<file path="src/verilog/bcr_cfg.svh">
// Purpose: Constants of the bar code serial receiver
// Assumes: 40 MHz clock, 16x oversampling
// Notes: Register map on AHB-Lite, word aligned
`ifndef BCR_CFG_SVH
`define BCR_CFG_SVH

`define BCR_CLK_HZ 40000000
`define BCR_OVS 16
`define BCR_DIV_4800 10'((`BCR_CLK_HZ) / (`BCR_OVS * 4800))
`define BCR_DIV_9600 10'((`BCR_CLK_HZ) / (`BCR_OVS * 9600))
`define BCR_DIV_19200 10'((`BCR_CLK_HZ) / (`BCR_OVS * 19200))
`define BCR_PH_MID 4'h7
`define BCR_PH_LAST 4'hf
`define BCR_NB_7 4'h6
`define BCR_NB_8 4'h7

`define BCR_OFF_CTRL 8'h00
`define BCR_OFF_STAT 8'h04
`define BCR_OFF_ACK 8'h08
`define BCR_OFF_DATA 8'h40
`define BCR_OFF_DEND 8'he0

`define BCR_CB_DATA8 0
`define BCR_CB_STOP1 1
`define BCR_CB_PAR 3:2
`define BCR_CB_SPD 5:4
`define BCR_CB_AUTO 6
`define BCR_CB_EN 7
`define BCR_CTRL_RST 8'h18

`define BCR_STX 8'h02
`define BCR_ETX 8'h03
`define BCR_CH_MIN 8'h20
`define BCR_CH_MAX 8'h7f
`define BCR_MAXLEN 6'h28

`endif

</file>
<file path="src/verilog/bcr_pkg.sv">
// Purpose: Types of the bar code serial receiver
// Assumes: Constants live in bcr_cfg.svh
// Notes: Encodings match the control register fields
package bcr_pkg;

   typedef enum logic [1:0] {
      BCR_PAR_NONE = 2'b00,
      BCR_PAR_ODD = 2'b01,
      BCR_PAR_EVEN = 2'b10
   } bcr_par_t;

   typedef enum logic [1:0] {
      BCR_SPD_4800 = 2'b00,
      BCR_SPD_9600 = 2'b01,
      BCR_SPD_19200 = 2'b10
   } bcr_spd_t;

   typedef enum logic [2:0] {
      BCR_RX_IDLE = 3'b000,
      BCR_RX_START = 3'b001,
      BCR_RX_DATA = 3'b010,
      BCR_RX_PAR = 3'b011,
      BCR_RX_STOP = 3'b100
   } bcr_rx_st_t;

   typedef enum logic [0:0] {
      BCR_F_WAIT = 1'b0,
      BCR_F_BODY = 1'b1
   } bcr_fr_st_t;

endpackage : bcr_pkg

</file>
<file path="src/verilog/bcr_baud.sv">
// Purpose: Oversampling tick for the serial line
// Assumes: Speed code from the control register
// Notes: New speed takes effect at the next wrap
`timescale 1ns/100ps
`include "bcr_cfg.svh"
module bcr_baud
   import bcr_pkg::*;
(
   input wire logic clk_in,
   input wire logic resetn_in,
   input wire logic [1:0] spd_in,
   output logic tick_out
);
   typedef struct packed {
      logic [9:0] cnt;
      logic tick;
   } bcr_baud_st_t;

   bcr_baud_st_t s_q;
   bcr_baud_st_t s_d;

   function automatic logic [9:0] div_of(input logic [1:0] spd);
      unique case (spd)
         BCR_SPD_4800: div_of = `BCR_DIV_4800;
         BCR_SPD_19200: div_of = `BCR_DIV_19200;
         default: div_of = `BCR_DIV_9600;
      endcase
   endfunction : div_of

   always_comb begin
      s_d = s_q;
      s_d.tick = 1'b0;
      if (s_q.cnt == 10'h000) begin
         s_d.cnt = div_of(spd_in) - 10'h001;
         s_d.tick = 1'b1;
      end else begin
         s_d.cnt = s_q.cnt - 10'h001;
      end
   end

   always_ff @(posedge clk_in) begin
      if (!resetn_in) begin
         s_q <= '0;
      end else begin
         s_q <= s_d;
      end
   end

   assign tick_out = s_q.tick;
endmodule : bcr_baud

</file>
<file path="src/verilog/bcr_rx.sv">
// Purpose: Character receiver, 7/8 data bits, parity, 1/2 stops
// Assumes: Line idles high; tick is 16x the bit rate
// Notes: Parity or stop faults mark the character bad
`timescale 1ns/100ps
`include "bcr_cfg.svh"
module bcr_rx
   import bcr_pkg::*;
(
   input wire logic clk_in,
   input wire logic resetn_in,
   input wire logic tick_in,
   input wire logic rxd_in,
   input wire logic data8_in,
   input wire logic stop1_in,
   input wire logic [1:0] par_in,
   output logic stb_out,
   output logic [7:0] byte_out,
   output logic err_out
);
   typedef struct packed {
      bcr_rx_st_t st;
      logic [3:0] ph;
      logic [3:0] nb;
      logic [7:0] sh;
      logic stp;
      logic err;
      logic stb;
      logic berr;
      logic [7:0] dat;
   } bcr_rx_st2_t;

   bcr_rx_st2_t s_q;
   bcr_rx_st2_t s_d;
   logic [7:0] dbyte;

   // Seven-bit characters end one place higher in the shifter
   assign dbyte = data8_in ? s_q.sh : {1'b0, s_q.sh[7:1]};

   always_comb begin
      s_d = s_q;
      s_d.stb = 1'b0;
      if (tick_in) begin
         s_d.ph = s_q.ph + 4'h1;
         unique case (s_q.st)
            BCR_RX_IDLE: begin
               s_d.ph = 4'h0;
               if (!rxd_in) s_d.st = BCR_RX_START;
            end
            BCR_RX_START: if (s_q.ph == `BCR_PH_MID) begin
               // Glitch shorter than half a bit is dropped
               s_d.ph = 4'h0;
               s_d.nb = 4'h0;
               s_d.err = 1'b0;
               s_d.st = rxd_in ? BCR_RX_IDLE : BCR_RX_DATA;
            end
            BCR_RX_DATA: if (s_q.ph == `BCR_PH_LAST) begin
               s_d.sh = {rxd_in, s_q.sh[7:1]};
               s_d.nb = s_q.nb + 4'h1;
               s_d.stp = !stop1_in;
               if (s_q.nb == (data8_in ? `BCR_NB_8 : `BCR_NB_7)) begin
                  s_d.st = (par_in == BCR_PAR_NONE) ? BCR_RX_STOP : BCR_RX_PAR;
               end
            end
            BCR_RX_PAR: if (s_q.ph == `BCR_PH_LAST) begin
               if ((^dbyte ^ rxd_in) != (par_in == BCR_PAR_ODD)) s_d.err = 1'b1;
               s_d.st = BCR_RX_STOP;
            end
            BCR_RX_STOP: if (s_q.ph == `BCR_PH_LAST) begin
               if (s_q.stp) begin
                  s_d.stp = 1'b0;
                  s_d.err = s_q.err | !rxd_in;
               end else begin
                  s_d.st = BCR_RX_IDLE;
                  s_d.stb = 1'b1;
                  s_d.dat = dbyte;
                  s_d.berr = s_q.err | !rxd_in;
               end
            end
            default: s_d.st = BCR_RX_IDLE;
         endcase
      end
   end

   always_ff @(posedge clk_in) begin
      if (!resetn_in) begin
         s_q <= '0;
      end else begin
         s_q <= s_d;
      end
   end

   assign stb_out = s_q.stb;
   assign byte_out = s_q.dat;
   assign err_out = s_q.berr;
endmodule : bcr_rx

</file>
<file path="src/verilog/bcr_top.sv">
// Purpose: Bar code serial receiver with AHB-Lite registers
// Assumes: One 40 MHz clock, synchronous active-low reset
// Notes: Zero-wait slave; payload read back word per byte
//
// Overview of operation
// - Seven or eight data bits; seven after reset.
// - One or two stop bits; two after reset.
// - Parity none, odd or even; even after reset.
// - Line speed 4800, 9600 or 19200 bps; 9600 after reset.
// - Input mode manual or automatic; manual after reset.
// - Frame is STX 02h, data characters, then ETX 03h.
// - Payload characters must lie within 20h to 7Fh.
// - Payload holds at most 40 bytes.
// - Frames breaking format, range or length are discarded silently.
// - Drive receive permit to the reader; watch its send permit.
// - Automatic mode drops receive permit until the string is reported.
// - New frames overwrite pending data even if not yet reported.
// - Reception works only when the port is set for the reader.
`timescale 1ns/100ps
`include "bcr_cfg.svh"
module bcr_top
   import bcr_pkg::*;
(
   input wire logic clk_in,
   input wire logic resetn_in,
   input wire logic hsel_in,
   input wire logic [31:0] haddr_in,
   input wire logic [1:0] htrans_in,
   input wire logic hwrite_in,
   input wire logic [2:0] hsize_in,
   input wire logic [31:0] hwdata_in,
   input wire logic hready_in,
   output logic [31:0] hrdata_out,
   output logic hreadyout_out,
   output logic hresp_out,
   input wire logic rxd_in,
   input wire logic send_permit_in,
   output logic receive_permit_out,
   output logic str_valid_out,
   output logic [5:0] str_len_out,
   output logic [319:0] str_data_out,
   input wire logic str_ack_in
);
   typedef struct packed {
      logic [7:0] ctrl;
      bcr_fr_st_t fst;
      logic [5:0] cnt;
      logic [39:0][7:0] work;
      logic [39:0][7:0] held;
      logic [5:0] len;
      logic pend;
      logic [7:0] drop;
      logic dact;
      logic dwr;
      logic [7:0] daddr;
      logic [31:0] rdata;
   } bcr_top_st_t;

   bcr_top_st_t s_q;
   bcr_top_st_t s_d;

   logic tick;
   logic rx_stb;
   logic [7:0] rx_byte;
   logic rx_err;
   logic en;
   logic auto_md;
   logic commit;
   logic bus_ack;
   logic ack;
   logic byte_ok;

   assign en = s_q.ctrl[`BCR_CB_EN];
   assign auto_md = s_q.ctrl[`BCR_CB_AUTO];

   bcr_baud u_baud (
      .clk_in(clk_in),
      .resetn_in(resetn_in),
      .spd_in(s_q.ctrl[`BCR_CB_SPD]),
      .tick_out(tick)
   );

   bcr_rx u_rx (
      .clk_in(clk_in),
      .resetn_in(resetn_in),
      .tick_in(tick),
      .rxd_in(rxd_in),
      .data8_in(s_q.ctrl[`BCR_CB_DATA8]),
      .stop1_in(s_q.ctrl[`BCR_CB_STOP1]),
      .par_in(s_q.ctrl[`BCR_CB_PAR]),
      .stb_out(rx_stb),
      .byte_out(rx_byte),
      .err_out(rx_err)
   );

   // Read value of a register, captured in the address phase
   function automatic logic [31:0] rd_word(input logic [7:0] a, input bcr_top_st_t s);
      logic [5:0] idx;
      idx = 6'((a - `BCR_OFF_DATA) >> 2);
      rd_word = 32'h0000_0000;
      if (a == `BCR_OFF_CTRL) begin
         rd_word[7:0] = s.ctrl;
      end else if (a == `BCR_OFF_STAT) begin
         rd_word[0] = s.pend;
         rd_word[1] = send_permit_in;
         rd_word[2] = receive_permit_out;
         rd_word[13:8] = s.len;
         rd_word[23:16] = s.drop;
      end else if (a >= `BCR_OFF_DATA && a < `BCR_OFF_DEND) begin
         rd_word[7:0] = s.held[idx];
      end
   endfunction : rd_word

   assign byte_ok = rx_byte >= `BCR_CH_MIN && rx_byte <= `BCR_CH_MAX;

   always_comb begin
      s_d = s_q;
      commit = 1'b0;
      bus_ack = 1'b0;
      s_d.dact = hsel_in && htrans_in[1] && hready_in;
      if (s_d.dact) begin
         s_d.dwr = hwrite_in;
         s_d.daddr = haddr_in[7:0];
         s_d.rdata = rd_word(haddr_in[7:0], s_q);
      end
      if (s_q.dact && s_q.dwr) begin
         if (s_q.daddr == `BCR_OFF_CTRL) s_d.ctrl = hwdata_in[7:0];
         if (s_q.daddr == `BCR_OFF_ACK) bus_ack = hwdata_in[0];
      end
      if (!en) begin
         s_d.fst = BCR_F_WAIT;
         s_d.cnt = 6'h00;
      end else if (rx_stb) begin
         unique case (s_q.fst)
            BCR_F_WAIT: if (!rx_err && rx_byte == `BCR_STX) begin
               s_d.fst = BCR_F_BODY;
               s_d.cnt = 6'h00;
            end
            BCR_F_BODY: begin
               if (!rx_err && rx_byte == `BCR_ETX) begin
                  commit = 1'b1;
                  s_d.fst = BCR_F_WAIT;
               end else if (!rx_err && byte_ok && s_q.cnt < `BCR_MAXLEN) begin
                  s_d.work[s_q.cnt] = rx_byte;
                  s_d.cnt = s_q.cnt + 6'h01;
               end else begin
                  // Bad character or overlength: whole frame goes
                  s_d.fst = BCR_F_WAIT;
                  s_d.drop = s_q.drop + 8'h01;
               end
            end
         endcase
      end
      ack = str_ack_in | bus_ack;
      if (ack) s_d.pend = 1'b0;
      // Commit after ack so a new string is never lost
      if (commit) begin
         s_d.held = s_q.work;
         s_d.len = s_q.cnt;
         s_d.pend = 1'b1;
      end
   end

   always_ff @(posedge clk_in) begin
      if (!resetn_in) begin
         s_q <= '0;
         s_q.ctrl <= `BCR_CTRL_RST;
      end else begin
         s_q <= s_d;
      end
   end

   // Manual mode withholds permission only while the port is disabled; auto waits for the host
   assign receive_permit_out = en && !(auto_md && s_q.pend);
   assign str_valid_out = s_q.pend;
   assign str_len_out = s_q.len;
   assign str_data_out = s_q.held;
   assign hrdata_out = s_q.rdata;
   assign hreadyout_out = 1'b1;
   assign hresp_out = 1'b0;
endmodule : bcr_top

</file>
<file path="config.mk">
export PLATFORM = sky130hd
export DESIGN_NAME = bcr_top
export DESIGN_NICKNAME = d
export VERILOG_FILES = /design/src/verilog/bcr_pkg.sv /design/src/verilog/bcr_baud.sv /design/src/verilog/bcr_rx.sv /design/src/verilog/bcr_top.sv
export VERILOG_INCLUDE_DIRS = /design/src /design/src/verilog
export SDC_FILE = /design/constraint.sdc
export NUM_CORES = 2
export LEC_CHECK = 0
export BUFFER_PORTS_ARGS = -buffer_cell sky130_fd_sc_hd__buf_4
export CAP_MARGIN = 20
export CORE_ASPECT_RATIO = 2
export CORE_MARGIN = 2
export CORE_UTILIZATION = 28
export DETAILED_ROUTE_END_ITERATION = 12
export GPL_TIMING_DRIVEN = 0
export HOLD_SLACK_MARGIN = 0.05
export PLACE_DENSITY = 0.47
export SETUP_SLACK_MARGIN = 0.1
export SKIP_LAST_GASP = 1
export SYNTH_ARGS = -nofsm -noshare
export SYNTH_HDL_FRONTEND = slang
export SYNTH_SLANG_ARGS = --single-unit
</file>
<file path="constraint.sdc">
create_clock -name clk_in -period 2.7 [get_ports clk_in]
set_input_delay 0.54 -clock clk_in [delete_from_list [all_inputs] [get_ports clk_in]]
set_output_delay 0.54 -clock clk_in [all_outputs]
set_load 0.02 [all_outputs]
</file>
---- Yosys cells after proc, flatten, opt, wreduce, memory -nomap -nowiden ----
Cells that the tools add are included.
storage, ports and cells
  bits in registers ....................... 744
  output and inout port bits .............. 362
  word-level logic and storage cells ...... 242
operators by class
  add/sub/neg operators ................... 7
  $lt $le $gt $ge ......................... 8
  eq/ne operators ......................... 26
  muxes and demuxes ....................... 54
  bitwise logic cells ..................... 7
  reduce and logical (&&, ||, !) cells .... 39
operators with widths
  operator                                                                      number
  326-bit 2-to-1 mux                                                            2
  320-bit bitwise mux                                                           1
  8-bit 2-to-1 mux                                                              7
  8-bit binary-select mux with 6-bit select                                     1
  8-bit demux with 6-bit select                                                 1
  10-bit 2-to-1 mux                                                             3
  3-bit 2-to-1 mux                                                              8
  10-bit case mux with 2 select lines                                           1
  4-bit AND reduction                                                           5
  10-bit by 1-bit subtractor with 10-bit output, second input constant          2
  8-bit by 2-bit equality test with 1-bit output, second input constant         2
  8-bit logical NOT                                                             2
  1-bit 2-to-1 mux                                                              16
  2-bit by 1-bit inequality test with 1-bit output, second input constant       8
  4-bit case mux with 2 select lines                                            2
  3-bit case mux with 5 select lines                                            1
  6-bit by 7-bit less-than comparator with 1-bit output, second input constant  2
  7-bit case mux with 2 select lines                                            1
  13-bit 2-to-1 mux                                                             1
  1-bit logical AND                                                             12
  12-bit 2-to-1 mux                                                             1
  6-bit 2-to-1 mux                                                              2
  11-bit 2-to-1 mux                                                             1
  10-bit logical NOT                                                            1
  other kinds (41)                                                              58

---- Longest topological paths before layout ----
  depth after elaboration ................. 8
  depth in mapped cells ................... 10
  gate-level depth less buffers ........... 8

---- Cells and area by module ----
Synthesis repeated with hierarchy kept, for this count alone.
unflattened totals
  cells, all modules ...................... 3619
  area, all modules ....................... 33313.2 um^2
by module, submodules not included
  module    times used  cells an instance  area each (um^2)  seq. area each (um^2)
  bcr_top   1           3364               31027.3           14053.5
  bcr_rx    1           186                1682.9            620.6
  bcr_baud  1           69                 603.1             220.2

---- Worst setup path after synthesis ----
Ideal clock, no wire load.
  path kind ............................... in2reg
  start point ............................. input port haddr_in[6]
  end point ............................... register s_q, in the netlist hrdata_out[3]
  library setup time ...................... 0.074 ns
  data arrival time ....................... 2.577 ns
  required time ........................... 2.626 ns
  slack ................................... 0.049 ns
  cell stages on the path ................. 10
  buffers on the path ..................... 3
  path through ............................ clkbuf_1 clkinv_1 ha_1 clkbuf_1 or3b_2 clkbuf_1 nor2_1 nand4_1 a21o_1 o21ai_0
on the way
  word-level cells in the longest chain between the ends .. 6
  elaborated cells on any way between the ends .. 11
  those cells by class .................... 1 x add/sub; 2 x order compare; 1 x eq/ne; 5 x mux; 2 x reduce/logical
RTL lines
  what                                                          RTL line        RTL
  from (decl)                                                   bcr_top.sv:27   input wire logic [31:0] haddr_in,
  8-bit by 7-bit subtractor with 8-bit output (no source line)  n/a
  8-bit binary-select mux with 6-bit select                     bcr_top.sv:110  rd_word[7:0] = s.held[idx];
  8-bit 2-to-1 mux (implied by the code)                        bcr_top.sv:110
  8-bit 2-to-1 mux                                              bcr_top.sv:109  end else if (a >= `BCR_OFF_DATA && a < `BCR_OFF_DEND) begin
  5-bit 2-to-1 mux                                              bcr_top.sv:103  end else if (a == `BCR_OFF_STAT) begin
  8-bit 2-to-1 mux (*)                                          bcr_top.sv:101  if (a == `BCR_OFF_CTRL) begin
  to (decl)                                                     bcr_top.sv:59   bcr_top_st_t s_q;
Mark *: on every way between the ends. The rest lies on a longest branch, timed or not. The select of a mux whose other input is x is not followed.
A chain may end at the register's enable or synchronous reset.

==> results.ini <==
[detailed_routing]
vias_per_cell=4.75
drt_iter0_drc=1791
wl_per_cell_um=24.0
vias=26700
drc=0
wl_um=135000
drt.antenna.violating_nets=0
firstDrtPassIters=6

[worst_setup_path]
reg2reg_slack_ns=-0.006
worstPathArrival_ns=3.24
worst_setup_path_start_kind=register
cp_cell_sequence=and3_1 > and4b_1 > clkbuf_1 > buf_2 > nand3_1 > mux2i_1 > nor2_1
critPathCaptureType=register
required_ns=3.23
cp_max_fo=10
path_class=register to register
cp_slowest_cell=nand3_1
critPathMaxStageDelay_ns=0.54

[layout]
synthToLayoutAreaGrowth_pct=23.5
layout.cells.non_filler=5631
layout-drive-gt1-share_pct=26.3
final_cell_mix=buf_4 (747), dfxtp_1 (744), nand2_1 (735), a21oi_1 (377), nor2_1 (363)
final_area_um2=39800
layout_commonest_cell=buf_4
fin_util_pct=34.7
fin_nets=4145

[sta]
slew_violations=0
tightestPinTransition_ns=1.15
finalHoldViolCount=0
finalSetupViolCount=2
hold_ws_ns=0.0965
rsz0062_at_grt=true
fin_tns_setup_ns=-0.0101
skew_ns=0.0326
fmax_mhz=370
fin_crit_ns=2.71
slew_headroom_pct=23.5
setup_ws_ns=-0.00622
finalCritPeriodShare_pct=100

[cts]
htree_levels=3
clkTransAtPathRegs_ns=0.07
clock_sinks=744
holdBufCountCts=0
tritoncts=done
clock-root-buffer=clkbuf_16
cts_buffers=72
cts_buffer_depth=3
clk_latency_ns=0.68

[placement]
post-place-cells=5500
dp_slack_ns=-1.33
io_buffer_count=372
dp_hpwl_um=104000
place.gp.congestion=0.886
placed_area_um2=37000

[outcome]
violations=setup timing
status=finished with violations

[power_and_ir_drop]
power.leakage_nw=17.1
pwr_density_cell_nw_per_um2=574
ir_worst_vdd_mv=0.517
power_mw=22.9

[grt]
overflow=0
grt_pass1_vias=26500
grt_pass1_wl_um=190000
grt_start_max_net_pins=16
grt_use_total_pct=22.3
antenna_found_initial=3

[floorplanning]
die_w_um=244
dieArea_um2=118000
io_pins=439
die_h_um=484
num_rows=176
floorplan.initialDensity_pct=28.1
core_area_um2=115000

[synth]
synthArstFlopShare_pct=0
synth_edf_count=0
synth_flop_cell=dfxtp_1
synth_area_um2=32300
syn_inst=3602
seq_area_frac_synth_pct=46.2
ys_warn_count=0
ys_ff_latch=744
ys_types=70
synth.avg_cell_area_um2=8.96

[run]
drv_cap=0

[min_path]
holdCritPathClass=input port to register

what timing repair did:
| action | in CTS | in global routing |
|---|---|---|
| resized for setup | 45 | 47 |
| hold endpoints to repair | 0 | 0 |
| setup buffers | 1 | 1 |
| setup endpoints to repair | 252 | 414 |
| pin swaps | 1 | 1 |
| gates cloned | 0 | 0 |
synthesized netlist by cell type (11+ instances only):
library cell | count | area, um^2
mux4_2 | 73 | 1640
a21oi_1 | 379 | 1900
a211oi_1 | 15 | 113
xor2_1 | 11 | 96.3
clkbuf_1 | 170 | 638
nor2b_1 | 16 | 100
a31oi_1 | 14 | 87.6
o21ai_0 | 18 | 90.1
and3_1 | 44 | 275
inv_1 | 18 | 67.6
buf_2 | 57 | 285
a22oi_1 | 21 | 158
nor3_1 | 14 | 70.1
nand2_1 | 735 | 2760
mux2i_1 | 335 | 3350
nand3_1 | 51 | 255
nor2_1 | 364 | 1370
dfxtp_1 | 744 | 14900
buf_4 | 370 | 2780
layer usage:
layer	global-route usage, %	up-vias	part of all wire (%)
met4	8.95	2	3.9
li1	-	12600	-
met1	26.7	13100	41
met5	0	-	0.0096
met3	3.35	172	5.0
met2	39.5	873	50
path summary, 6_finish.rpt:
path | from | cells past startpoint | end
setup / recovery | en | 7 | register
hold / removal | hwdata_in[6] | 3 | auto_md
setup reg to reg | en | 7 | register
hold reg to reg | register | 2 | str_data_out[55]
layout make-up:
| cell class | count | area [um^2] |
|---|---|---|
| Sequential cell | 744 | 14900 |
| Timing Repair Buffer | 377 | 2880 |
| Inverter | 20 | 76.3 |
| Fill cell | 12000 | 74900 |
| Clock inverter | 31 | 392 |
| Clock buffer | 99 | 2010 |
| Multi-Input combinational cell | 2238 | 13800 |
| Buffer | 608 | 3860 |
| Tap cell | 1513 | 1890 |
| Antenna cell | 1 | 2.50 |
power breakdown:
part | switching [mW] | leakage, nW | total [mW] | internal, mW
clock network | 4.76 | 1.18 | 10.7 | 5.95
logic | 0.745 | 9.88 | 1.07 | 0.322
registers | 0.0614 | 5.99 | 11.1 | 11.0
kinds of logic after synthesis:
kind of cell / after synthesis / share of synthesized area (%)
XOR/XNOR: 22 / 0.640
AO/OA/AOI/OAI: 476 / 8.04
flip-flops: 744 / 46.2
multiplexers: 412 / 15.6
buffers and inverters: 630 / 12.0
adder cells (fa/ha/maj): 7 / 0.271
other: 2 / 0.0233
AND/OR/NAND/NOR: 1309 / 17.3
critical path, delay by kind of cell (launching register included):
family / cells / cell delay (ns)
simple gates: 4 / 1.13
buf+inv: 2 / 0.58
flops: 1 / 0.53
mux: 1 / 0.32
No activity file was read; power rests on OpenSTA's default activity.
